===== config.mk =====
export PLATFORM = sky130hd
export DESIGN_NAME = otscs_top
export DESIGN_NICKNAME = d
export VERILOG_FILES = /design/src/inc/otscs_pkg.sv /design/src/design/otscs_top.sv
export VERILOG_INCLUDE_DIRS = /design/src /design/src/inc
export SDC_FILE = /design/constraint.sdc
export NUM_CORES = 1
export LEC_CHECK = 0
export ABC_AREA = 0
export BUFFER_PORTS_ARGS = -buffer_cell sky130_fd_sc_hd__buf_2
export CAP_MARGIN = 10
export CELL_PAD_IN_SITES_DETAIL_PLACEMENT = 0
export CELL_PAD_IN_SITES_GLOBAL_PLACEMENT = 1
export CORE_MARGIN = 5
export CORE_UTILIZATION = 36
export DETAILED_ROUTE_END_ITERATION = 12
export PLACE_DENSITY_LB_ADDON = 0.12
export SETUP_SLACK_MARGIN = 0.15
export SKIP_CTS_REPAIR_TIMING = 1
export SYNTH_ARGS = -nofsm -noshare
export SYNTH_HDL_FRONTEND = slang
export SYNTH_SLANG_ARGS = --single-unit

===== constraint.sdc =====
create_clock -name sys_clk -period 2.3 [get_ports sys_clk]
set_input_delay 0.115 -clock sys_clk [delete_from_list [all_inputs] [get_ports sys_clk]]
set_output_delay 0.115 -clock sys_clk [all_outputs]
set_load 0.02 [all_outputs]

===== src/inc/otscs_cfg.svh =====
`ifndef OTSCS_CFG_SVH
`define OTSCS_CFG_SVH

// register byte offsets
`define OTSCS_OFF_REF_TRIM 8'h00
`define OTSCS_OFF_SLOW_TRIM 8'h04
`define OTSCS_OFF_SLOW_SEL 8'h08
`define OTSCS_OFF_STATUS 8'h0c

// field widths and synchronizer stage count
`define OTSCS_REF_W 7
`define OTSCS_SLOW_W 5
`define OTSCS_SRC_W 2
`define OTSCS_SYNC_N 3

// trim values at start-up and after oscillation is stable
`define OTSCS_REF_RST 7'h00
`define OTSCS_REF_DEF 7'h1a
`define OTSCS_SLOW_RST 5'h00
`define OTSCS_SLOW_DEF 5'h18

// field positions
`define OTSCS_SEL_LOCK_BIT 8
`define OTSCS_ST_REF_RDY 0
`define OTSCS_ST_SLOW_RDY 1
`define OTSCS_ST_REF_DONE 2
`define OTSCS_ST_SLOW_DONE 3
`define OTSCS_ST_LOCK 4
`define OTSCS_ST_MODE_LO 5
`define OTSCS_ST_MODE_HI 6

`endif


===== src/inc/otscs_pkg.sv =====
package otscs_pkg;
`include "otscs_cfg.svh"

typedef enum logic [1:0]
{
    MODE_RUN = 2'b00,
    MODE_SLEEP = 2'b01,
    MODE_BACKUP = 2'b10,
    MODE_DEEP = 2'b11
} otscs_mode_t;

typedef enum logic [`OTSCS_SRC_W-1:0]
{
    SRC_INTERNAL = 2'b00,
    SRC_CRYSTAL = 2'b01,
    SRC_EXTERNAL = 2'b10
} otscs_src_t;

typedef enum logic [1:0]
{
    INIT_WAIT = 2'b00,
    INIT_DONE = 2'b01,
    INIT_HALT = 2'b10
} otscs_init_t;

typedef struct packed
{
    logic [`OTSCS_REF_W-1:0] ref_cap_trim;
    logic [`OTSCS_SLOW_W-1:0] slow_cap_trim;
    otscs_src_t slow_src;
} otscs_trim_t;

endpackage


===== src/design/otscs_top.sv =====
`timescale 1ns/100ps
`include "otscs_cfg.svh"

// Behaviour
// - The reference trim is a 7-bit two's-complement load-capacitance code of 128 values.
// - The most negative reference code gives the lowest frequency, the most positive the highest.
// - The reference trim reads zero after reset release and throughout cold boot.
// - Once the reference oscillator is stable the trim takes its default code, then software may change it.
// - The reference oscillator stops in low-power modes and its trim is kept across Sleep and Backup.
// - Waking from Deep Sleep restarts the reference trim at zero and reloads the default when stable.
// - The sleep clock source is one of three and the choice is taken only once per start-up.
// - After start-up the sleep clock runs from the internal slow oscillator until another is chosen.
// - The sleep trim is a 5-bit two's-complement load-capacitance code of 32 values.
// - The most positive sleep code gives the lowest frequency, the most negative the highest.
// - The sleep trim reads zero after reset or cold boot and takes its default once stable.
// - The sleep clock oscillation stops in Deep Sleep.
// - Waking from Deep Sleep restarts the sleep trim at zero and reloads the default when stable.
module otscs_top
(
    input wire logic sys_clk,
    input wire logic rst,
    input wire logic hsel,
    input wire logic [31:0] haddr,
    input wire logic [1:0] htrans,
    input wire logic hwrite,
    input wire logic [2:0] hsize,
    input wire logic [31:0] hwdata,
    input wire logic hready,
    output logic hreadyout,
    output logic hresp,
    output logic [31:0] hrdata,
    input wire otscs_pkg::otscs_mode_t pmu_mode,
    input wire logic ref_osc_ready,
    input wire logic slow_osc_ready,
    output logic ref_osc_en,
    output logic slow_osc_en,
    output otscs_pkg::otscs_trim_t osc_trim
);
    import otscs_pkg::*;

    function automatic logic reg_hit(input logic [31:0] addr, input logic [7:0] off);
        reg_hit = (addr[31:8] == 24'h0) && (addr[7:2] == off[7:2]);
    endfunction

    logic [1:0] rdy_s1_q;
    logic [1:0] rdy_s2_q;
    logic [1:0] rdy_s3_q;
    logic [1:0] rdy_f_q;
    logic [1:0] rdy_raw;
    logic ref_rdy;
    logic slow_rdy;

    logic addr_ok;
    logic rd_req;
    logic wr_req;
    logic wr_pend_q;
    logic [31:0] wr_addr_q;
    logic [31:0] hrdata_q;
    logic [31:0] rd_val;

    otscs_init_t ref_st_q;
    otscs_init_t slow_st_q;
    logic [`OTSCS_REF_W-1:0] ref_trim_q;
    logic [`OTSCS_SLOW_W-1:0] slow_trim_q;
    otscs_src_t src_q;
    logic sel_lock_q;
    logic deep;
    logic wr_ref;
    logic wr_slow;
    logic wr_sel;
    logic sel_legal;

    assign rdy_raw = {slow_osc_ready, ref_osc_ready};

    // readiness comes from the analog side, so three stages and agreement filter
    genvar gi;
    generate
        for (gi = 0; gi < 2; gi = gi + 1)
        begin : g_sync
            always_ff @(posedge sys_clk or posedge rst)
            begin
                if (rst)
                begin
                    rdy_s1_q[gi] <= 1'b0;
                    rdy_s2_q[gi] <= 1'b0;
                    rdy_s3_q[gi] <= 1'b0;
                    rdy_f_q[gi] <= 1'b0;
                end
                else
                begin
                    rdy_s1_q[gi] <= rdy_raw[gi];
                    rdy_s2_q[gi] <= rdy_s1_q[gi];
                    rdy_s3_q[gi] <= rdy_s2_q[gi];
                    if (rdy_s2_q[gi] == rdy_s3_q[gi])
                    begin
                        rdy_f_q[gi] <= rdy_s3_q[gi];
                    end
                end
            end
        end
    endgenerate

    assign ref_rdy = rdy_f_q[0];
    assign slow_rdy = rdy_f_q[1];
    assign deep = (pmu_mode == MODE_DEEP);

    // bus slave: a read right behind a write waits one cycle so it sees the new value
    assign addr_ok = hsel && hready && htrans[1];
    assign rd_req = addr_ok && !hwrite;
    assign wr_req = addr_ok && hwrite;
    assign hreadyout = !(hsel && htrans[1] && !hwrite && wr_pend_q);
    assign hresp = 1'b0;
    assign hrdata = hrdata_q;

    always_ff @(posedge sys_clk or posedge rst)
    begin
        if (rst)
        begin
            wr_pend_q <= 1'b0;
            wr_addr_q <= 32'h0;
        end
        else
        begin
            wr_pend_q <= wr_req;
            if (wr_req)
            begin
                wr_addr_q <= haddr;
            end
        end
    end

    always_comb
    begin
        rd_val = 32'h0;
        if (reg_hit(haddr, `OTSCS_OFF_REF_TRIM))
        begin
            rd_val[`OTSCS_REF_W-1:0] = ref_trim_q;
        end
        else if (reg_hit(haddr, `OTSCS_OFF_SLOW_TRIM))
        begin
            rd_val[`OTSCS_SLOW_W-1:0] = slow_trim_q;
        end
        else if (reg_hit(haddr, `OTSCS_OFF_SLOW_SEL))
        begin
            rd_val[`OTSCS_SRC_W-1:0] = src_q;
            rd_val[`OTSCS_SEL_LOCK_BIT] = sel_lock_q;
        end
        else if (reg_hit(haddr, `OTSCS_OFF_STATUS))
        begin
            rd_val[`OTSCS_ST_REF_RDY] = ref_rdy;
            rd_val[`OTSCS_ST_SLOW_RDY] = slow_rdy;
            rd_val[`OTSCS_ST_REF_DONE] = (ref_st_q == INIT_DONE);
            rd_val[`OTSCS_ST_SLOW_DONE] = (slow_st_q == INIT_DONE);
            rd_val[`OTSCS_ST_LOCK] = sel_lock_q;
            rd_val[`OTSCS_ST_MODE_HI:`OTSCS_ST_MODE_LO] = pmu_mode;
        end
        else
        begin
            rd_val = 32'h0;
        end
    end

    always_ff @(posedge sys_clk or posedge rst)
    begin
        if (rst)
        begin
            hrdata_q <= 32'h0;
        end
        else if (rd_req)
        begin
            hrdata_q <= rd_val;
        end
    end

    // trims are refused until the default is in, so a cold boot always reads zero
    assign wr_ref = wr_pend_q && reg_hit(wr_addr_q, `OTSCS_OFF_REF_TRIM)
        && (ref_st_q == INIT_DONE) && !deep;
    assign wr_slow = wr_pend_q && reg_hit(wr_addr_q, `OTSCS_OFF_SLOW_TRIM)
        && (slow_st_q == INIT_DONE) && !deep;
    assign sel_legal = (hwdata[`OTSCS_SRC_W-1:0] == SRC_INTERNAL)
        || (hwdata[`OTSCS_SRC_W-1:0] == SRC_CRYSTAL)
        || (hwdata[`OTSCS_SRC_W-1:0] == SRC_EXTERNAL);
    assign wr_sel = wr_pend_q && reg_hit(wr_addr_q, `OTSCS_OFF_SLOW_SEL)
        && !sel_lock_q && !deep && sel_legal;

    always_ff @(posedge sys_clk or posedge rst)
    begin
        if (rst)
        begin
            ref_st_q <= INIT_WAIT;
            ref_trim_q <= `OTSCS_REF_RST;
        end
        else
        begin
            case (ref_st_q)
                INIT_WAIT:
                begin
                    if (deep)
                    begin
                        ref_st_q <= INIT_HALT;
                    end
                    else if (ref_rdy)
                    begin
                        ref_st_q <= INIT_DONE;
                        ref_trim_q <= `OTSCS_REF_DEF;
                    end
                end
                INIT_DONE:
                begin
                    if (deep)
                    begin
                        ref_st_q <= INIT_HALT;
                        ref_trim_q <= `OTSCS_REF_RST;
                    end
                    else if (wr_ref)
                    begin
                        ref_trim_q <= hwdata[`OTSCS_REF_W-1:0];
                    end
                end
                INIT_HALT:
                begin
                    if (!deep)
                    begin
                        ref_st_q <= INIT_WAIT;
                    end
                end
                default:
                begin
                    ref_st_q <= INIT_WAIT;
                    ref_trim_q <= `OTSCS_REF_RST;
                end
            endcase
        end
    end

    always_ff @(posedge sys_clk or posedge rst)
    begin
        if (rst)
        begin
            slow_st_q <= INIT_WAIT;
            slow_trim_q <= `OTSCS_SLOW_RST;
        end
        else
        begin
            case (slow_st_q)
                INIT_WAIT:
                begin
                    if (deep)
                    begin
                        slow_st_q <= INIT_HALT;
                    end
                    else if (slow_rdy)
                    begin
                        slow_st_q <= INIT_DONE;
                        slow_trim_q <= `OTSCS_SLOW_DEF;
                    end
                end
                INIT_DONE:
                begin
                    if (deep)
                    begin
                        slow_st_q <= INIT_HALT;
                        slow_trim_q <= `OTSCS_SLOW_RST;
                    end
                    else if (wr_slow)
                    begin
                        slow_trim_q <= hwdata[`OTSCS_SLOW_W-1:0];
                    end
                end
                INIT_HALT:
                begin
                    if (!deep)
                    begin
                        slow_st_q <= INIT_WAIT;
                    end
                end
                default:
                begin
                    slow_st_q <= INIT_WAIT;
                    slow_trim_q <= `OTSCS_SLOW_RST;
                end
            endcase
        end
    end

    // deep sleep is a fresh start-up for the source choice as well
    always_ff @(posedge sys_clk or posedge rst)
    begin
        if (rst)
        begin
            src_q <= SRC_INTERNAL;
            sel_lock_q <= 1'b0;
        end
        else if (deep)
        begin
            src_q <= SRC_INTERNAL;
            sel_lock_q <= 1'b0;
        end
        else if (wr_sel)
        begin
            src_q <= otscs_src_t'(hwdata[`OTSCS_SRC_W-1:0]);
            sel_lock_q <= 1'b1;
        end
    end

    // codes pass unchanged: the bank maps two's complement onto capacitance
    // one driver for the whole carrier; field order follows the package struct
    assign osc_trim = {ref_trim_q, slow_trim_q, src_q};
    assign ref_osc_en = (pmu_mode == MODE_RUN);
    assign slow_osc_en = !deep;
endmodule // otscs_top


; ---- Yosys cells after proc, flatten, opt, wreduce, memory -nomap -nowiden
; Cells that the tools add are included.
[classes]
n_mux = 30
n_reduce_logical = 43
n_bitwise = 2
n_eq_ne = 26
[ops]
columns = op, n
row1 = $logic_not A24 Y1, 2
row2 = $mux W7, 6
row3 = $mux W5, 6
row4 = $mux W25, 1
row5 = $logic_and A1 B1 Y1, 24
row6 = $pmux W7 S3, 1
row7 = $eq A6 B2 Y1 const B, 3
row8 = $mux W2, 9
row9 = $ne A2 B2 Y1 const B, 8
row10 = $pmux W5 S3, 1
row11 = $eq A6 B1 Y1 const B, 2
row12 = $logic_not A6 Y1, 2
row13 = $ne A3 B3 Y1 const B, 4
row14 = $pmux W2 S3, 2
row15 = $eq A2 B2 Y1 const B, 4
row16 = $logic_not A2 Y1, 4
row17 = $reduce_and A4 Y1, 2
row18 = $eq A2 B1 Y1 const B, 3
row19 = $reduce_and A3 Y1, 2
row20 = $logic_not A1 Y1, 4
row21 = $mux W4, 1
row22 = $mux W1, 3
row23 = $eq A1 B1 Y1, 2
row24 = $logic_or A1 B1 Y1, 2
row25 = 2 further kinds, 3
[word_totals]
register_bits = 92
in_bits = 78
wordCells = 118

; ---- Longest topological paths before layout
[logic_depth]
ltp_word = 8
ltp_mapped = 6

; ---- Worst setup path after synthesis
; Ideal clock, no wire load.
[synth_path]
path_type = flip-flop to flip-flop
from = reg wr_addr_q[9]
to = reg slow_trim_q[3]
n_path_buf = 1
t_arrival_ps = 1272
path_stages_with_launch = 6
setup_time_ps = 135
path_slack_ps = 893
required_ps = 2165
synth_period_minus_slack_ps = 1407
path_cell_list = dfrtp_1 > nor4b_4 > and4_1 > buf_4 > and2_4 > o221ai_2
[synth_between]
elab_chain_len = 7
[synth_rtl]
columns = element, line_no
row1 = "start, declared", otscs_top.sv:57  ; logic [31:0] wr_addr_q;
row2 = "start signal, assigned", otscs_top.sv:127  ; wr_addr_q <= haddr;
row3 = $logic_not A24 Y1, otscs_top.sv:42  ; reg_hit = (addr[31:8] == 24'h0) && (addr[7:2] == off[7:2]);
row4 = $logic_and A1 B1 Y1, otscs_top.sv:42
row5 = $logic_and A1 B1 Y1 (3 in series), otscs_top.sv:178  ; assign wr_slow = wr_pend_q && reg_hit(wr_addr_q, `OTSCS_OFF_SLOW_TRIM)
row6 = $ne A3 B3 Y1 (no line), -
row7 = $reduce_and A4 Y1 (no line), -
row8 = "end signal, assigned", otscs_top.sv:241  ; slow_trim_q <= `OTSCS_SLOW_RST;
row9 = "end signal, assigned", otscs_top.sv:255  ; slow_trim_q <= `OTSCS_SLOW_DEF;
row10 = "end signal, assigned", otscs_top.sv:263  ; slow_trim_q <= `OTSCS_SLOW_RST;
row11 = "end, declared", otscs_top.sv:64  ; logic [`OTSCS_SLOW_W-1:0] slow_trim_q;
; No other way between the ends.
; A chain may end at the register's enable or synchronous reset.

; ---- Final worst setup path
[layout_path]
from = reg wr_addr_q[14]
to = reg ref_trim_q[0]
[layout_between]
elab_chain_len = 7
[layout_rtl]
columns = element, line_no
row1 = $logic_not A24 Y1, otscs_top.sv:42
row2 = $logic_and A1 B1 Y1, otscs_top.sv:42
row3 = $logic_and A1 B1 Y1 (3 in series), otscs_top.sv:176  ; assign wr_ref = wr_pend_q && reg_hit(wr_addr_q, `OTSCS_OFF_REF_TRIM)
row4 = $ne A3 B3 Y1 (no line), -
row5 = $reduce_and A4 Y1 (no line), -
row6 = "end signal, assigned", otscs_top.sv:191  ; ref_trim_q <= `OTSCS_REF_RST;
row7 = "end signal, assigned", otscs_top.sv:205  ; ref_trim_q <= `OTSCS_REF_DEF;
row8 = "end signal, assigned", otscs_top.sv:213  ; ref_trim_q <= `OTSCS_REF_RST;
row9 = "end, declared", otscs_top.sv:63  ; logic [`OTSCS_REF_W-1:0] ref_trim_q;
; No other way between the ends.

==> metrics <==
outcome complete, but fails checks; violated checks hold timing; Die X between 100 and 150 um; final setup fails 0; Initial DRT Pass Iterations 4; Core ar. 9200 sq um; most frequent cells in the layout nand2_1 (110), buf_2 (71), dfrtp_1 (66); Layout area overhead 21.1%; Slew Limit Headroom 36.9%; cell at the slowest stage of the critical path and4_1; max-cap violations 0; maximum clock insertion buffer count 2; largest family of logic cells by synthesized area simple AND/OR/NAND/NOR gates; all-layer global routing usage between 10% and 20%; share of cells above drive strength 1 25.9%; Hold Crit Start haddr[22]; global placement routability congestion 0.751; Avg WL per Cell ~15 um; Routed Antenna Nets 0; mux contribution to synthesized area 1.34%; port bufs 71; Final HPWL DP 6160 um; Cell Int Power 2190 uW; Seq/Total Area, Yosys 49.0%; Synth Cell Area 3370 sq um; Async S/R FF share, synth 100%; fmax ~560 MHz; Worst Path Arrival 2.02 ns; worst-path fanout max 13; Syn Inst Count 355; Initial Util 36.6%; H-tree levels 3; Worst setup SP type register; Adder-Cell Fraction of Synth Area 0.594%; post-synthesis xor/xnor area fraction 0%; Top Ports about 130; clock sinks 66; largest net degree at the start of global routing 32; leading cell type in the layout, fill and taps excluded nand2_1; DP Area 3710 sq um; Critical Path Max Stage Delay 0.54 ns; overflow left after global routing 0; row cnt 35; PwrDens 746 nW/um^2; count of final max-slew check failures 0; Logic pwr share 15.4%; critical path cell sequence nor4_2 -> and4_1 -> buf_4 -> nand3_1 -> o211ai_1; Seq pwr share 47.2%; global-route wire length before repair roughly 13000 um; die area ~11000 sq um; CP Buf/Inv Count 1; number of nets in the layout just over 500; Syn Area/Cell 9.49 sq um; diodes inserted 0; Netlist cell types 40; WS Path Type register to register; Post-Place Worst Slack 0.492 ns; worst r2r src wr_addr_q[14]$_DFFE_PP0P_; prevailing post-synth register cell dfrtp_1; starting DRC count in detailed routing 82; crit path from wr_addr_q[14]$_DFFE_PP0P_; Register Area roughly 1700 sq um; setup slack after layout 0.525 ns; vias in the first global route 2573; finished layout cell area about 4100 sq um; CP required 2.54 ns; switching share of power 28.2%; Min Clock Period, post-route roughly 1.8 ns; Synth Area in Compound Gates 11.0%; footprint of the multi-input gates 1490 sq um; clock share of power a little under two fifths; later-pin clock latency in the skew report approximately 0.33 ns; Hold Vio Cnt, Final 1; Seq cells post-synth 66; CP Capture Type register; Root Driver clkbuf_8; cell leakage power around 0.002 uW; number of buffers created by CTS 9; Fin Hold WS -0.00593 ns; crit-path leading delay family simple AND/OR/NAND/NOR gates; fillers 946; die span in y approximately 110 um; Simple-Gate Fraction of Synth Area 28.5%; Min-Delay Path Class primary input to register; Post-synth EDFFs 0; TNS Setup 0 ns; Least-Margin Pin Slew roughly 0.95 ns; worst-case vdd ir drop slightly below 0.4 mV; CTS tree yes; part of the cycle the worst path needs 77.2%; Via density 4.97; Clock Skew a little under 0.01 ns; via count 2745; Sw Pwr 858 uW; DRT Wirelength 8440 um; YS warnings 0; drt drc 0; initial antenna violation count 0; RSZ-0062 raised after global routing no; clk slew on worst S/H paths 0.07 ns
sequential cells by signal, summed over array words and instances, names as in the netlist, 5 cells and up:
signal,cells
wr_addr_q,30
hrdata,8
ref_trim_q,7
slow_trim_q,5
synth_stat cells, types with 2 or more instances:
library cell / instances / share of area [%]
o211ai_1: 7 / 1.6
nor2_1: 6 / 0.67
buf_4: 28 / 6.2
and2_1: 2 / 0.37
o2111ai_1: 7 / 1.8
a21oi_1: 5 / 0.74
nor3_1: 2 / 0.30
nand3_1: 21 / 3.1
and4_1: 5 / 1.3
nor4b_1: 2 / 0.52
nor4_1: 5 / 0.93
o21a_1: 2 / 0.45
nand4_1: 5 / 0.93
nor4_4: 2 / 1.3
nand2_1: 110 / 12
a22oi_1: 5 / 1.1
mux4_2: 2 / 1.3
nor4_2: 6 / 2.2
o21ai_0: 4 / 0.59
a31oi_1: 4 / 0.74
and3_1: 11 / 2.0
nand3b_1: 2 / 0.45
buf_2: 4 / 0.59
dfrtp_1: 66 / 49
o31ai_1: 5 / 1.1
o211ai_2: 4 / 1.5
maj3_1: 2 / 0.59
clkbuf_1: 10 / 1.1
inv_1: 10 / 1.1
cell families (layout without fill, tap and decap cells):
kind of cell / Yosys count / after routing
buffers and inverters: 53 / 115
adder cells (fa/ha/maj): 2 / 2
AND/OR/NAND/NOR: 184 / 184
other: 1 / 25
multiplexers: 2 / 2
AO/OA/AOI/OAI: 47 / 47
flip-flops: 66 / 66
final timing paths:
| kind | to | slack (ns) | cells past startpoint |
|---|---|---|---|
| max in group asynchronous | wr_addr_q[24]$_DFFE_PP0P_ | 1.21 | 4 |
| max reg2reg | ref_trim_q[0]$_DFFE_PP0P_ | 0.53 | 5 |
| min reg2reg | rdy_s2_q[1]$_DFF_PP0_ | 0.35 | 0 |
| min in group asynchronous | hrdata[6]$_DFFE_PP0P_ | 0.34 | 3 |
| max | ref_trim_q[0]$_DFFE_PP0P_ | 0.53 | 5 |
| min | wr_addr_q[22]$_DFFE_PP0P_ | -0.006 | 3 |
routing by layer:
metal	track usage, %	wire length, um	up-vias
li1	-	-	1364
met1	20.8	3950	1295
met2	22.3	3890	77
met3	4.33	466	9
met4	3.84	131	0
met5	0	0	-
tightest hold or removal path, delay by kind of cell:
kind                   cells  cell delay [ns]
AND/OR/NAND/NOR            2             0.10
buffers and inverters      1             0.09
through the flow:
stage               cells  total power, uW  utilization, %
finish                552             3040            44.4
floorplan             379             1780               -
global route          552             3220            44.4
CTS                   539             3070            42.9
global placement      523             1910            40.4
detailed placement    523             1920            40.4
power groups by stage:
stage | Sequential [uW] | Clock, uW | Combinational (uW)
2_1_floorplan | 1440 | 0 | 340
3_3_place_gp | 1450 | 0 | 453
3_5_place_dp | 1460 | 0 | 458
4_1_cts | 1440 | 1180 | 460
5_1_grt | 1460 | 1230 | 531
6_report | 1440 | 1140 | 469
layout make-up:
type / instances / share of cell area, %
clock buffer: 12 / 4.05
clock inverter: 4 / 1.78
inverter: 10 / 0.920
multi-input combinational: 260 / 36.5
sequential: 66 / 40.5
tap: 111 / 3.40
timing repair buffer: 89 / 12.8
(Power assumes the default switching activity.)
